$ cat config.mk
export PLATFORM = sky130hd
export DESIGN_NAME = scas_top
export DESIGN_NICKNAME = d
export VERILOG_FILES = /design/src/logic/scas_pkg.sv /design/src/logic/scas_sync.sv /design/src/logic/scas_offset_decode.sv /design/src/logic/scas_top.sv
export SDC_FILE = /design/constraint.sdc
export NUM_CORES = 1
export LEC_CHECK = 0
export ABC_AREA = 1
export BUFFER_PORTS_ARGS = -buffer_cell sky130_fd_sc_hd__clkbuf_2
export CAP_MARGIN = 20
export CORE_MARGIN = 1
export CORE_UTILIZATION = 54
export CTS_CLUSTER_SIZE = 10
export DETAILED_ROUTE_END_ITERATION = 10
export PLACE_DENSITY = 0.8
export SLEW_MARGIN = 20
export SYNTH_ARGS = -nofsm -noshare
export SYNTH_HDL_FRONTEND = slang
export SYNTH_SLANG_ARGS = --single-unit
$ cat constraint.sdc
create_clock -name core_clk -period 4.1 [get_ports core_clk]
set_input_delay 0.205 -clock core_clk [delete_from_list [all_inputs] [get_ports core_clk]]
set_output_delay 0.205 -clock core_clk [all_outputs]
set_load 0.01 [all_outputs]
$ cat src/logic/scas_pkg.sv
// Shared constants and types for the start-up configuration and address select block
package scas_pkg;

  // ----------------------------------------------------------------------
  // Configuration store layout
  // ----------------------------------------------------------------------
  localparam int             NV_WORDS        = 7;      // Words copied per load cycle
  localparam int             NV_AW           = 3;      // Word index width
  localparam int             NV_DW           = 8;      // Word width
  localparam logic [2:0]     IDX_I2C_BASE    = 3'h0;   // I2C base address word
  localparam logic [2:0]     IDX_PMBUS_BASE  = 3'h1;   // PMBus base address word
  localparam logic [2:0]     IDX_VIN_ON      = 3'h2;   // Lockout turn-on threshold
  localparam logic [2:0]     IDX_VIN_OFF     = 3'h3;   // Lockout turn-off threshold
  localparam logic [2:0]     IDX_VIN_OV      = 3'h4;   // Input overvoltage fault limit
  localparam logic [2:0]     IDX_VIN_UV      = 3'h5;   // Input undervoltage warning limit
  localparam logic [2:0]     IDX_EN_OPT      = 3'h6;   // Software enable options
  localparam logic [2:0]     IDX_LAST        = 3'h6;   // Last word of a load cycle

  // ----------------------------------------------------------------------
  // Reset values of the working registers
  // ----------------------------------------------------------------------
  localparam logic [6:0]     I2C_BASE_RST    = 7'h10;
  localparam logic [6:0]     PMBUS_BASE_RST  = 7'h40;
  localparam logic [7:0]     VIN_ON_RST      = 8'h20;  // Code of the 1 V default
  localparam logic [7:0]     VIN_OFF_RST     = 8'h1c;
  localparam logic [7:0]     VIN_OV_RST      = 8'hff;
  localparam logic [7:0]     VIN_UV_RST      = 8'h00;
  localparam logic [7:0]     EN_OPT_RST      = 8'h00;

  // ----------------------------------------------------------------------
  // Enable option field positions
  // ----------------------------------------------------------------------
  localparam int             EN_SW_SEL_BIT   = 0;      // Software enable replaces pin rule
  localparam int             EN_SW_ON_BIT    = 1;      // Software on command
  localparam int             EN_PIN_IGN_BIT  = 2;      // Ignore enable pin when software

  // ----------------------------------------------------------------------
  // Address offset ADC decode
  // ----------------------------------------------------------------------
  localparam int             ADC_W           = 10;
  localparam int             OFS_BINS        = 16;
  localparam logic [9:0]     OFS_BIN_CODES   = 10'h03c; // Codes per offset bin
  localparam logic [9:0]     FLOAT_CODE      = 10'h3c0; // Pin floating at or above

  // ----------------------------------------------------------------------
  // Types
  // ----------------------------------------------------------------------
  typedef enum logic {IF_I2C, IF_PMBUS} scas_iface_e;

  typedef enum logic [2:0] {
    ST_POR, ST_LOAD_REQ, ST_LOAD_WAIT, ST_ADC_REQ, ST_ADC_WAIT, ST_RUN
  } scas_state_e;

  typedef struct packed {
    scas_iface_e iface;  // Interface the command came on
    logic [6:0]  addr;   // Target address of the transaction
    logic [2:0]  sel;    // Working register index
    logic [7:0]  data;   // New value
  } scas_cmd_s;

  typedef struct packed {
    logic [7:0] vin_on;
    logic [7:0] vin_off;
    logic [7:0] vin_ov;
    logic [7:0] vin_uv;
  } scas_thr_s;

endpackage

$ cat src/logic/scas_sync.sv
// Two flip-flop synchroniser for asynchronous levels
`timescale 1ns/1ps
module scas_sync #(
  parameter int W = 1
) (
  // Clock and reset
  input  wire logic         core_clk,
  input  wire logic         rst,
  // Levels
  input  wire logic [W-1:0] d,
  output logic      [W-1:0] q
);

  logic [W-1:0] meta_reg;  // First stage, read only by the second

  // ----------------------------------------------------------------------
  // Sync chain
  // ----------------------------------------------------------------------
  // Both stages clear to zero so all monitors read as not good in reset
  always_ff @(posedge core_clk or posedge rst) begin
    if (rst) begin
      meta_reg <= '0;
      q        <= '0;
    end else begin
      meta_reg <= d;
      q        <= meta_reg;
    end
  end

endmodule

$ cat src/logic/scas_offset_decode.sv
// Address offset decode from the 10 bit ADC reading of the offset pin
`timescale 1ns/1ps
module scas_offset_decode
  import scas_pkg::*;
(
  // Reading
  input  wire logic [ADC_W-1:0] code,
  // Decode
  output logic      [3:0]       offset,
  output logic                  floating
);

  logic [OFS_BINS-2:0] above;  // One bit per bin boundary passed

  // ----------------------------------------------------------------------
  // Bin boundaries
  // ----------------------------------------------------------------------
  // Higher resistance gives a higher code, so offsets rise with the code
  for (genvar i = 0; i < OFS_BINS - 1; i++) begin : g_bound
    localparam logic [ADC_W-1:0] BOUND = ADC_W'((i + 1) * OFS_BIN_CODES);
    assign above[i] = (code >= BOUND);
  end

  // ----------------------------------------------------------------------
  // Count passed boundaries
  // ----------------------------------------------------------------------
  always_comb begin
    offset = 4'h0;
    for (int j = 0; j < OFS_BINS - 1; j++) begin
      offset = offset + {3'h0, above[j]};
    end
    floating = (code >= FLOAT_CODE);
  end

endmodule

$ cat src/logic/scas_top.sv
// Start-up sequencing, configuration load and bus address select
//
// Notes on behaviour
// - Reset held until supplies and oscillator good
// - Copy whole store before further start-up
// - After load and address read, accept writes regardless of enable
// - Default enable needs pin, input, load, address
// - Separate 7-bit I2C and PMBus bases
// - Zero base disables that interface
// - Bases default 0x10, 0x40 plus offset
// - Decode ADC reading into offsets 0..15
// - Respond only to base plus offset
// - Floating pin: analog mode, no bus
// - Analog mode keeps loaded configuration fixed
// - Start needs input lockout and enable comparator
// - Lockout thresholds rewritable by on/off commands
// - Digitised input feeds telemetry only
// - Lockout and input flags come from comparators
// - Software enable options replace pin rule in digital mode
`timescale 1ns/1ps
module scas_top
  import scas_pkg::*;
(
  // Clock and reset
  input  wire logic               core_clk,
  input  wire logic               rst,
  // Supply and oscillator monitors, asynchronous
  input  wire logic               bias_supply_ok,
  input  wire logic               internal_core_supply_ok,
  input  wire logic               osc_stable,
  // Analog comparators, asynchronous
  input  wire logic               enable_force_ccm_pin_cmp,
  input  wire logic               vin_above_on_cmp,
  input  wire logic               vin_below_off_cmp,
  input  wire logic               vin_ov_cmp,
  input  wire logic               vin_uv_warn_cmp,
  // Configuration store read port
  output logic                    nv_rd_req,
  output logic [NV_AW-1:0]        nv_rd_addr,
  input  wire logic               nv_rd_valid,
  input  wire logic [NV_DW-1:0]   nv_rd_data,
  // Offset pin ADC
  output logic                    adc_start,
  input  wire logic               adc_valid,
  input  wire logic [ADC_W-1:0]   adc_code,
  // Input voltage ADC
  input  wire logic               vin_adc_valid,
  input  wire logic [ADC_W-1:0]   vin_adc_code,
  // Bus command port
  input  wire logic               cmd_valid,
  input  wire scas_cmd_s          cmd,
  output logic                    cmd_ack,
  output logic                    cmd_reject,
  // Start-up status
  output logic                    por_active,
  output logic                    load_done,
  output logic                    addr_read,
  output logic                    analog_mode,
  output logic                    comm_pins_analog,
  // Bus addressing
  output logic                    i2c_comm_en,
  output logic                    pmbus_comm_en,
  output logic [6:0]              i2c_addr_eff,
  output logic [6:0]              pmbus_addr_eff,
  // Input monitoring
  output scas_thr_s               thr,
  output logic [ADC_W-1:0]        read_vin,
  output logic                    undervoltage_lockout,
  output logic                    vin_ov_fault,
  output logic                    vin_uv_warn,
  // Power conversion
  output logic                    conv_enable
);

  // ----------------------------------------------------------------------
  // Declarations
  // ----------------------------------------------------------------------
  scas_state_e     state_reg;        // Start-up sequencer state
  scas_state_e     state_next;
  logic [2:0]      mon_s;            // Synced supply and oscillator monitors
  logic [4:0]      cmp_s;            // Synced comparators
  logic            supplies_good;    // All monitors good
  logic [6:0]      i2c_base_reg;     // I2C base address
  logic [6:0]      pmbus_base_reg;   // PMBus base address
  logic [7:0]      en_opt_reg;       // Software enable options
  logic [3:0]      offset_reg;       // Latched address offset
  logic [3:0]      dec_offset;       // Decoder output
  logic            dec_float;        // Decoder floating flag
  logic            vin_ok_reg;       // Lockout released
  logic            wr_en;            // Store word or command write strobe
  logic [2:0]      wr_sel;
  logic [7:0]      wr_data;
  logic            cmd_ok;           // Command passes all checks
  logic            run_conv;         // Next conversion enable

  // ----------------------------------------------------------------------
  // Input synchronisers
  // ----------------------------------------------------------------------
  scas_sync #(.W(3)) u_mon_sync (
    .core_clk (core_clk),
    .rst      (rst),
    .d        ({bias_supply_ok, internal_core_supply_ok, osc_stable}),
    .q        (mon_s)
  );

  scas_sync #(.W(5)) u_cmp_sync (
    .core_clk (core_clk),
    .rst      (rst),
    .d        ({enable_force_ccm_pin_cmp, vin_above_on_cmp, vin_below_off_cmp,
                vin_ov_cmp, vin_uv_warn_cmp}),
    .q        (cmp_s)
  );

  scas_offset_decode u_dec (
    .code     (adc_code),
    .offset   (dec_offset),
    .floating (dec_float)
  );

  assign supplies_good = &mon_s;

  // ----------------------------------------------------------------------
  // Start-up sequencer
  // ----------------------------------------------------------------------
  // Any monitor dropping sends the sequencer back to reset
  always_comb begin
    state_next = state_reg;
    if (!supplies_good) begin
      state_next = ST_POR;
    end else begin
      case (state_reg)
        ST_POR:       state_next = ST_LOAD_REQ;
        ST_LOAD_REQ:  state_next = ST_LOAD_WAIT;
        ST_LOAD_WAIT: begin
          // Next step only after the last word arrived
          if (nv_rd_valid && nv_rd_addr == IDX_LAST) begin
            state_next = ST_ADC_REQ;
          end else if (nv_rd_valid) begin
            state_next = ST_LOAD_REQ;
          end
        end
        ST_ADC_REQ:   state_next = ST_ADC_WAIT;
        ST_ADC_WAIT: begin
          if (adc_valid) begin
            state_next = ST_RUN;
          end
        end
        ST_RUN:       state_next = ST_RUN;
        default:      state_next = ST_POR;
      endcase
    end
  end

  always_ff @(posedge core_clk or posedge rst) begin
    if (rst) begin
      state_reg <= ST_POR;
    end else begin
      state_reg <= state_next;
    end
  end

  // Reset indication towards the rest of the chip
  always_ff @(posedge core_clk or posedge rst) begin
    if (rst) begin
      por_active <= 1'b1;
    end else begin
      por_active <= !supplies_good;
    end
  end

  // ----------------------------------------------------------------------
  // Store read requests
  // ----------------------------------------------------------------------
  // One word in flight at a time; the index walks up from zero
  always_ff @(posedge core_clk or posedge rst) begin
    if (rst) begin
      nv_rd_req  <= 1'b0;
      nv_rd_addr <= '0;
    end else begin
      nv_rd_req <= (state_next == ST_LOAD_REQ);
      if (state_next == ST_POR) begin
        nv_rd_addr <= '0;
      end else if (state_reg == ST_LOAD_WAIT && nv_rd_valid && nv_rd_addr != IDX_LAST) begin
        nv_rd_addr <= nv_rd_addr + 3'h1;
      end
    end
  end

  // ----------------------------------------------------------------------
  // Command filter
  // ----------------------------------------------------------------------
  // Writes are taken only in digital run, on an enabled interface, at its
  // own effective address; the enable pin plays no part here
  always_comb begin
    cmd_ok = 1'b0;
    if (state_reg == ST_RUN && !analog_mode) begin
      if (cmd.iface == IF_I2C) begin
        cmd_ok = i2c_comm_en && (cmd.addr == i2c_addr_eff);
      end else begin
        cmd_ok = pmbus_comm_en && (cmd.addr == pmbus_addr_eff);
      end
    end
    cmd_ok = cmd_ok && cmd.sel <= IDX_LAST;
  end

  // Answer pulses for the bus engine
  always_ff @(posedge core_clk or posedge rst) begin
    if (rst) begin
      cmd_ack    <= 1'b0;
      cmd_reject <= 1'b0;
    end else begin
      cmd_ack    <= cmd_valid && cmd_ok;
      cmd_reject <= cmd_valid && !cmd_ok;
    end
  end

  // Load words and accepted commands share one write path
  always_comb begin
    wr_en   = 1'b0;
    wr_sel  = nv_rd_addr;
    wr_data = nv_rd_data;
    if (state_reg == ST_LOAD_WAIT && nv_rd_valid) begin
      wr_en = 1'b1;
    end else if (cmd_valid && cmd_ok) begin
      wr_en   = 1'b1;
      wr_sel  = cmd.sel;
      wr_data = cmd.data;
    end
  end

  // ----------------------------------------------------------------------
  // Working registers
  // ----------------------------------------------------------------------
  // Defaults stand until the store overwrites them
  always_ff @(posedge core_clk or posedge rst) begin
    if (rst) begin
      i2c_base_reg   <= I2C_BASE_RST;
      pmbus_base_reg <= PMBUS_BASE_RST;
      thr            <= '{VIN_ON_RST, VIN_OFF_RST, VIN_OV_RST, VIN_UV_RST};
      en_opt_reg     <= EN_OPT_RST;
    end else if (wr_en) begin
      case (wr_sel)
        IDX_I2C_BASE:   i2c_base_reg   <= wr_data[6:0];
        IDX_PMBUS_BASE: pmbus_base_reg <= wr_data[6:0];
        IDX_VIN_ON:     thr.vin_on     <= wr_data;
        IDX_VIN_OFF:    thr.vin_off    <= wr_data;
        IDX_VIN_OV:     thr.vin_ov     <= wr_data;
        IDX_VIN_UV:     thr.vin_uv     <= wr_data;
        IDX_EN_OPT:     en_opt_reg     <= wr_data;
        default:        en_opt_reg     <= en_opt_reg;
      endcase
    end
  end

  // ----------------------------------------------------------------------
  // Offset and mode latch
  // ----------------------------------------------------------------------
  // Caught once when the reading arrives; the pin is not read again, so a
  // resistor swapped later has no effect until the next power-up
  always_ff @(posedge core_clk or posedge rst) begin
    if (rst) begin
      offset_reg  <= 4'h0;
      analog_mode <= 1'b0;
      addr_read   <= 1'b0;
      load_done   <= 1'b0;
    end else if (state_next == ST_POR) begin
      offset_reg  <= 4'h0;
      analog_mode <= 1'b0;
      addr_read   <= 1'b0;
      load_done   <= 1'b0;
    end else begin
      if (state_reg == ST_LOAD_WAIT && state_next == ST_ADC_REQ) begin
        load_done <= 1'b1;
      end
      if (state_reg == ST_ADC_WAIT && adc_valid) begin
        offset_reg  <= dec_offset;
        analog_mode <= dec_float;
        addr_read   <= 1'b1;
      end
    end
  end

  // Offset pin conversion request
  always_ff @(posedge core_clk or posedge rst) begin
    if (rst) begin
      adc_start <= 1'b0;
    end else begin
      adc_start <= (state_next == ST_ADC_REQ);
    end
  end

  // ----------------------------------------------------------------------
  // Effective addresses
  // ----------------------------------------------------------------------
  // Base plus offset wraps within seven bits
  always_ff @(posedge core_clk or posedge rst) begin
    if (rst) begin
      i2c_addr_eff     <= '0;
      pmbus_addr_eff   <= '0;
      i2c_comm_en      <= 1'b0;
      pmbus_comm_en    <= 1'b0;
      comm_pins_analog <= 1'b0;
    end else begin
      i2c_addr_eff     <= i2c_base_reg + {3'h0, offset_reg};
      pmbus_addr_eff   <= pmbus_base_reg + {3'h0, offset_reg};
      i2c_comm_en      <= addr_read && !analog_mode && (i2c_base_reg != 7'h00);
      pmbus_comm_en    <= addr_read && !analog_mode && (pmbus_base_reg != 7'h00);
      comm_pins_analog <= addr_read && analog_mode;
    end
  end

  // ----------------------------------------------------------------------
  // Input monitoring
  // ----------------------------------------------------------------------
  // Hysteresis comes from the two comparators; the digitised reading is
  // kept out of this path on purpose
  always_ff @(posedge core_clk or posedge rst) begin
    if (rst) begin
      vin_ok_reg           <= 1'b0;
      undervoltage_lockout <= 1'b1;
      vin_ov_fault         <= 1'b0;
      vin_uv_warn          <= 1'b0;
    end else begin
      if (cmp_s[3]) begin
        vin_ok_reg <= 1'b1;
      end else if (cmp_s[2]) begin
        vin_ok_reg <= 1'b0;
      end
      undervoltage_lockout <= !vin_ok_reg;
      vin_ov_fault         <= cmp_s[1];
      vin_uv_warn          <= cmp_s[0];
    end
  end

  // Telemetry register only
  always_ff @(posedge core_clk or posedge rst) begin
    if (rst) begin
      read_vin <= '0;
    end else if (vin_adc_valid) begin
      read_vin <= vin_adc_code;
    end
  end

  // ----------------------------------------------------------------------
  // Conversion enable
  // ----------------------------------------------------------------------
  // Software options only count in digital mode
  always_comb begin
    if (!analog_mode && en_opt_reg[EN_SW_SEL_BIT]) begin
      run_conv = vin_ok_reg && load_done && addr_read && en_opt_reg[EN_SW_ON_BIT]
                 && (en_opt_reg[EN_PIN_IGN_BIT] || cmp_s[4]);
    end else begin
      run_conv = cmp_s[4] && vin_ok_reg && load_done && addr_read;
    end
  end

  always_ff @(posedge core_clk or posedge rst) begin
    if (rst) begin
      conv_enable <= 1'b0;
    end else begin
      conv_enable <= run_conv && (state_reg == ST_RUN);
    end
  end
endmodule

# --- Word level (Yosys, flattened, before mapping) ---
# Index checks and enable logic that the tools add are counted.
# Widths: inputs -> output; s select.
totals:
  register_bits: 115
  latch_bits: 0
  ramBits: 0
  mem_bits_ro: 0
  input_bits: 61
  output_inout_bits: 74
  elab_cells: 156
  memories: 0
classes:
  addsub: 17
  n_mul: 0
  div: 0
  n_lt_le_gt_ge: 17
  eq_ne: 17
  n_shift: 0
  n_mux: 26
  n_bitwise: 0
  n_reduce_logical: 46
ops:
  columns: ["op", "n"]
  rows:
  - ["$ge 10x10->1 const B", 8]
  - ["$add 4x1->4", 13]
  - ["$ge 10x9->1 const B", 4]
  - ["$logic_and 1x1->1", 24]
  - ["$mux 3", 8]
  - ["$ge 10x8->1 const B", 2]
  - ["$eq 3x3->1 const B", 6]
  - ["$pmux 3 s6", 1]
  - ["$mux 8", 2]
  - ["$eq 3x2->1 const B", 5]
  - ["$add 7x4->7", 2]
  - ["$eq 7x7->1", 2]
  - ["$reduce_and 2->1", 7]
  - ["$reduce_bool 7->1", 2]
  - ["$mux 1", 13]
  - ["$ge 10x6->1 const B", 1]
  - ["$ge 10x7->1 const B", 1]
  - ["$eq 3x1->1 const B", 3]
  - ["$logic_not 3->1", 3]
  - ["$mux 4", 2]
  - ["$reduce_bool 2->1", 4]
  - ["$logic_not 1->1", 4]
  - ["$add 3x1->3 const B", 1]
  - ["$le 3x3->1 const B", 1]
  - ["other kinds (4)", 4]

# --- Depth between registers and ports, before layout ---
logic_depth:
  ltp_word: 17
  mapped_depth: 17
  mapped_depth_nobuf: 16

# --- Cells and area by module ---
# A second synthesis with hierarchy kept.
unflattened:
  hier_cells: 671
  hier_area_um2: 5739.3
by_module_without_submodules:
  columns: ["module", "n_inst", "cells_each", "area_per_inst_um2", "seq_area_each_um2"]
  rows:
  - ["scas_top", 1, 548, 4695.8, 2497.4]
  - ["scas_offset_decode", 1, 105, 635.6, 0.0]
  - ["scas_sync at u_cmp_sync", 1, 11, 254.0, 250.2]
  - ["scas_sync at u_mon_sync", 1, 7, 153.9, 150.1]

# --- Worst setup path before layout ---
# OpenSTA, ideal clock, no wires.
synth_path:
  kind: "in2reg"
  start: "input port adc_code[4]"
  end: "register offset_reg[2]"
  setup_ns: 0.127
  arrival_ns: 3.914
  t_required_ns: 3.973
  path_slack_ns: 0.059
  path_stages: 12
  n_path_buf: 1
  cell_sequence: "clkbuf_1 nand2_1 o311ai_0 ha_1 fa_1 fa_1 fa_1 fa_1 ha_1 fa_1 xnor2_1 o21ai_0"
synth_via:
  elab_chain_len: 17
  word_cells_on_any_way: 31
  cone_classes: "add/sub (14); order compare (15); mux (2)"
synth_lines:
  columns: ["item", "line_no", "text"]
  rows:
  - ["start: declaration", "scas_top.sv:45", "input wire logic [ADC_W-1:0] adc_code,"]
  - ["$ge 10x6->1 / $ge 10x7->1 (equally long branches)", "scas_offset_decode.sv:21", "assign above[i] = (code >= BOUND);"]
  - ["$add 1x1->2", "scas_offset_decode.sv:30", "offset = offset + {3'h0, above[j]};"]
  - ["$add 4x1->4 (12 in a row)", "scas_offset_decode.sv:30", null]
  - ["$add 4x1->4 (*)", "scas_offset_decode.sv:30", null]
  - ["$mux 4 (*)", "scas_top.sv:275", "if (state_reg == ST_ADC_WAIT && adc_valid) begin"]
  - ["$mux 4 (*)", "scas_top.sv:266", "end else if (state_next == ST_POR) begin"]
  - ["end signal: assignment", "scas_top.sv:276", "offset_reg <= dec_offset;"]
  - ["end: declaration", "scas_top.sv:86", "logic [3:0] offset_reg;"]
# Mark *: on every way between the ends. The rest lies on a longest branch, timed or not. The select of a mux whose other input is x is not followed.
# A chain may end at the register's enable or synchronous reset.

# --- Final worst setup path ---
# Ends and elaborated chain as after synthesis.

==> summary.md <==
| Metric | Value |
|---|---|
| Outcome | completed |
| Initial antenna violation count | 0 |
| Overall Power | 0.00314 W |
| Worst-margin pin slew | 0.928 ns |
| Crit end category | flop |
| RSZ-0062 raised after global routing | no |
| Sequential fraction of the synthesis area | 50.6% |
| CP max FO | 5 |
| DR pass1 iterations | 5 |
| Setup crit start kind | primary input |
| Pleak | 3.87 nW |
| Setup WS pre-CTS | -0.134 ns |
| Top Ports | 135 |
| Die Ht | 105 µm |
| Die X | 105 µm |
| Depth of the CTS H-tree | 4 |
| Area fraction of the dominant cell type after synthesis | 43.3% |
| Largest net degree at the start of global routing | 80 |
| Worst skew pair latency | 0.51 ns |
| PD cells | 430 nW/µm² |
| Peak supply drop | 285 µV |
| Total of max-cap violations | 0 |
| Post-CTS setup buffers | 0 |
| Post-route clock skew | 0.00862 ns |
| Rel. slew slack | 38.2% |
| DRC violation total after the first TritonRoute iteration | 395 |
| Post-Syn Area | 5730 µm² |
| Final setup vio count | 0 |
| Hold WS | 0.0361 ns |
| Core Region | 10300 µm² |
| Critical Path Source | adc_code[4] |
| Clk buf depth | 2 |
| Post-Layout Cell Count | 957 |
| Leading area contributor after synthesis | dfrtp_1 |
| Fin crit period | 3.70 ns |
| WL final | 14.1 mm |
| Overflow after GRT | 0 |
| Sink Count | 115 |
| Crit path DAT | 4.08 ns |
| Max reg flops | 32 |
| Dominant cells by area after synthesis | dfrtp_1 43%, nand2_1 13%, dfstp_2 7.3%, nand3_1 5.8%, inv_1 4.5% |
| Clk root buf | clkbuf_8 |
| Tot GR Track Use | 26.4% |
| DRT antenna net count | 0 |
| Die area | 11000 µm² |
| Period utilization | 90.1% |
| First-pass GRT wire length | 22.6 mm |
| DP HPWL | 9.82 mm |
| Routed vias | 5108 |
| Most frequent cells in the layout | 202 x nand2_1, 132 x clkbuf_2, 99 x dfrtp_1 |
| #FFs+latches synth | 115 |
| Fmax | 271 MHz |
| Reg with most FFs | thr |
| Wirelength per Cell | 14.7 µm |
| Syn Inst Count | 638 |
| Reg2reg start | i2c_addr_eff[3] |
| Setup CP Type | primary input to flop |
| Final hold vios | 0 |
| DRC viols | 0 |
| TritonCTS Buffers | 17 |
| Final slew viol count | 0 |
| Num rows | 37 |
| Initial core utilization | 55.5% |
| Most common cell after layout, fill and taps aside | nand2_1 |
| # resized after CTS | 0 |
| Gp weighted congestion | 0.973 |
| Worst Hold Class | primary input to flop |
| Share of cells above drive strength 1 | 28.1% |
| Vias in the first global route | 4863 |
| Area Overhead vs Synth | 27.5% |
| Crit path required time | 4.48 ns |
| Largest regs | thr (32), read_vin (10) |
| Unique masters post-synth | 42 |
| Placed insts | 906 |
| TritonCTS clock tree | yes |
| Dpl cell area | 6560 µm² |
| HP Start | cmd_valid |
| Nets | 896 |
| Number of warnings issued by yosys | 0 |
| Vias per Instance | 5.34 |
| Worst Slack Setup Final | 0.405 ns |
| Number of diodes | 0 |
| I/O Buffers | 132 |
| Final instance area | 7300 µm² |
| Syn_area_per_cell | 8.98 µm² |
| CTS clk-pin slew, worst paths | 0.06 ns |
| Syn Nets | 726 |
synth_stat cells (all sizes together):
| library cell | instances |
|---|---|
| nand2 | 212 |
| dfrtp | 99 |
| inv | 75 |
| nand3 | 67 |
| nor2 | 41 |
| o21ai | 17 |
| dfstp | 16 |
| ha | 16 |
| fa | 11 |
| buf | 10 |
| mux2 | 10 |
| a21oi | 8 |
| nand4 | 7 |
| xnor2 | 7 |
| xor2 | 6 |
| a211oi | 5 |
| a31oi | 4 |
| clkbuf | 4 |
| nor3 | 4 |
| nor4 | 3 |
| o211ai | 3 |
| o311ai | 3 |
| a2111oi | 1 |
| a21boi | 1 |
| a311oi | 1 |
| a41oi | 1 |
| nor3b | 1 |
| o2111ai | 1 |
| o21bai | 1 |
| o31ai | 1 |
| o32ai | 1 |
| o41ai | 1 |
layout make-up:
cell class              instances  area [µm²]
fillers                       764        3020
flip-flops and latches        115        2900
multi-input cells             434        2440
repair buffers                165         956
clock buffers                  21         449
inverters                      75         284
well taps                     136         170
clock inverters                11         106
final timing paths:
path	cells past startpoint	end	slack (ns)
setup / recovery	12	offset_reg[2]	0.40
hold / removal	3	cmd_reject	0.04
setup reg to reg	14	pmbus_base_reg[5]	1.34
hold reg to reg	0	u_cmp_sync.q[3]	0.35
max in group asynchronous	4	por_active	2.63
min in group asynchronous	3	read_vin[5]	0.45
metrics by stage:
step / setup TNS [ns] / util, %
final: 0 / 70.7
after global routing: 0 / 70.7
after CTS: 0 / 70.7
after detailed placement: -0.245 / 63.5
after global placement: -0.0768 / 63.5
after floorplan: 0 / -
worst max-delay path, cell delays in order:
cell,delay (ns)
clkbuf_2,0.13
nand2_1,0.08
o311ai_0,0.36
ha_1,0.33
fa_1,0.53
fa_1,0.52
fa_1,0.52
fa_1,0.49
ha_1,0.25
fa_1,0.39
xnor2_1,0.16
o21ai_0,0.11
cells by family (layout without fill, tap and decap cells):
group | Yosys count | in the layout | share of synthesized area (%)
mux | 10 | 10 | 1.97
xor+xnor | 13 | 13 | 1.99
flops | 115 | 115 | 50.6
simple gates | 335 | 335 | 25.6
buf+inv | 89 | 272 | 6.84
fa+ha+maj | 27 | 27 | 7.34
compound gates | 49 | 49 | 5.64
per-layer routing:
| metal | vias up | track usage (%) | part of all wire, % | wire [µm] |
|---|---|---|---|---|
| met5 | - | 0 | 0 | 0 |
| met4 | 0 | 9.15 | 1.8 | 252 |
| met3 | 26 | 6.05 | 6.3 | 885 |
| met2 | 224 | 43.7 | 50 | 6980 |
| met1 | 2456 | 34.4 | 42 | 5950 |
| li1 | 2402 | - | - | - |
where the power goes:
| group | switching (W) | leakage, nW | internal [W] |
|---|---|---|---|
| combinational | 0.000284 | 2.20 | 0.000223 |
| sequential | 0.0000521 | 1.42 | 0.00121 |
| clock | 0.000529 | 0.252 | 0.000835 |
| total | 0.000866 | 3.87 | 0.00227 |
what timing repair did:
action                     CTS  global route
setup endpoints to repair    0             0
hold buffers                19             0
hold endpoints to repair    81             0
(Power assumes the default switching activity.)
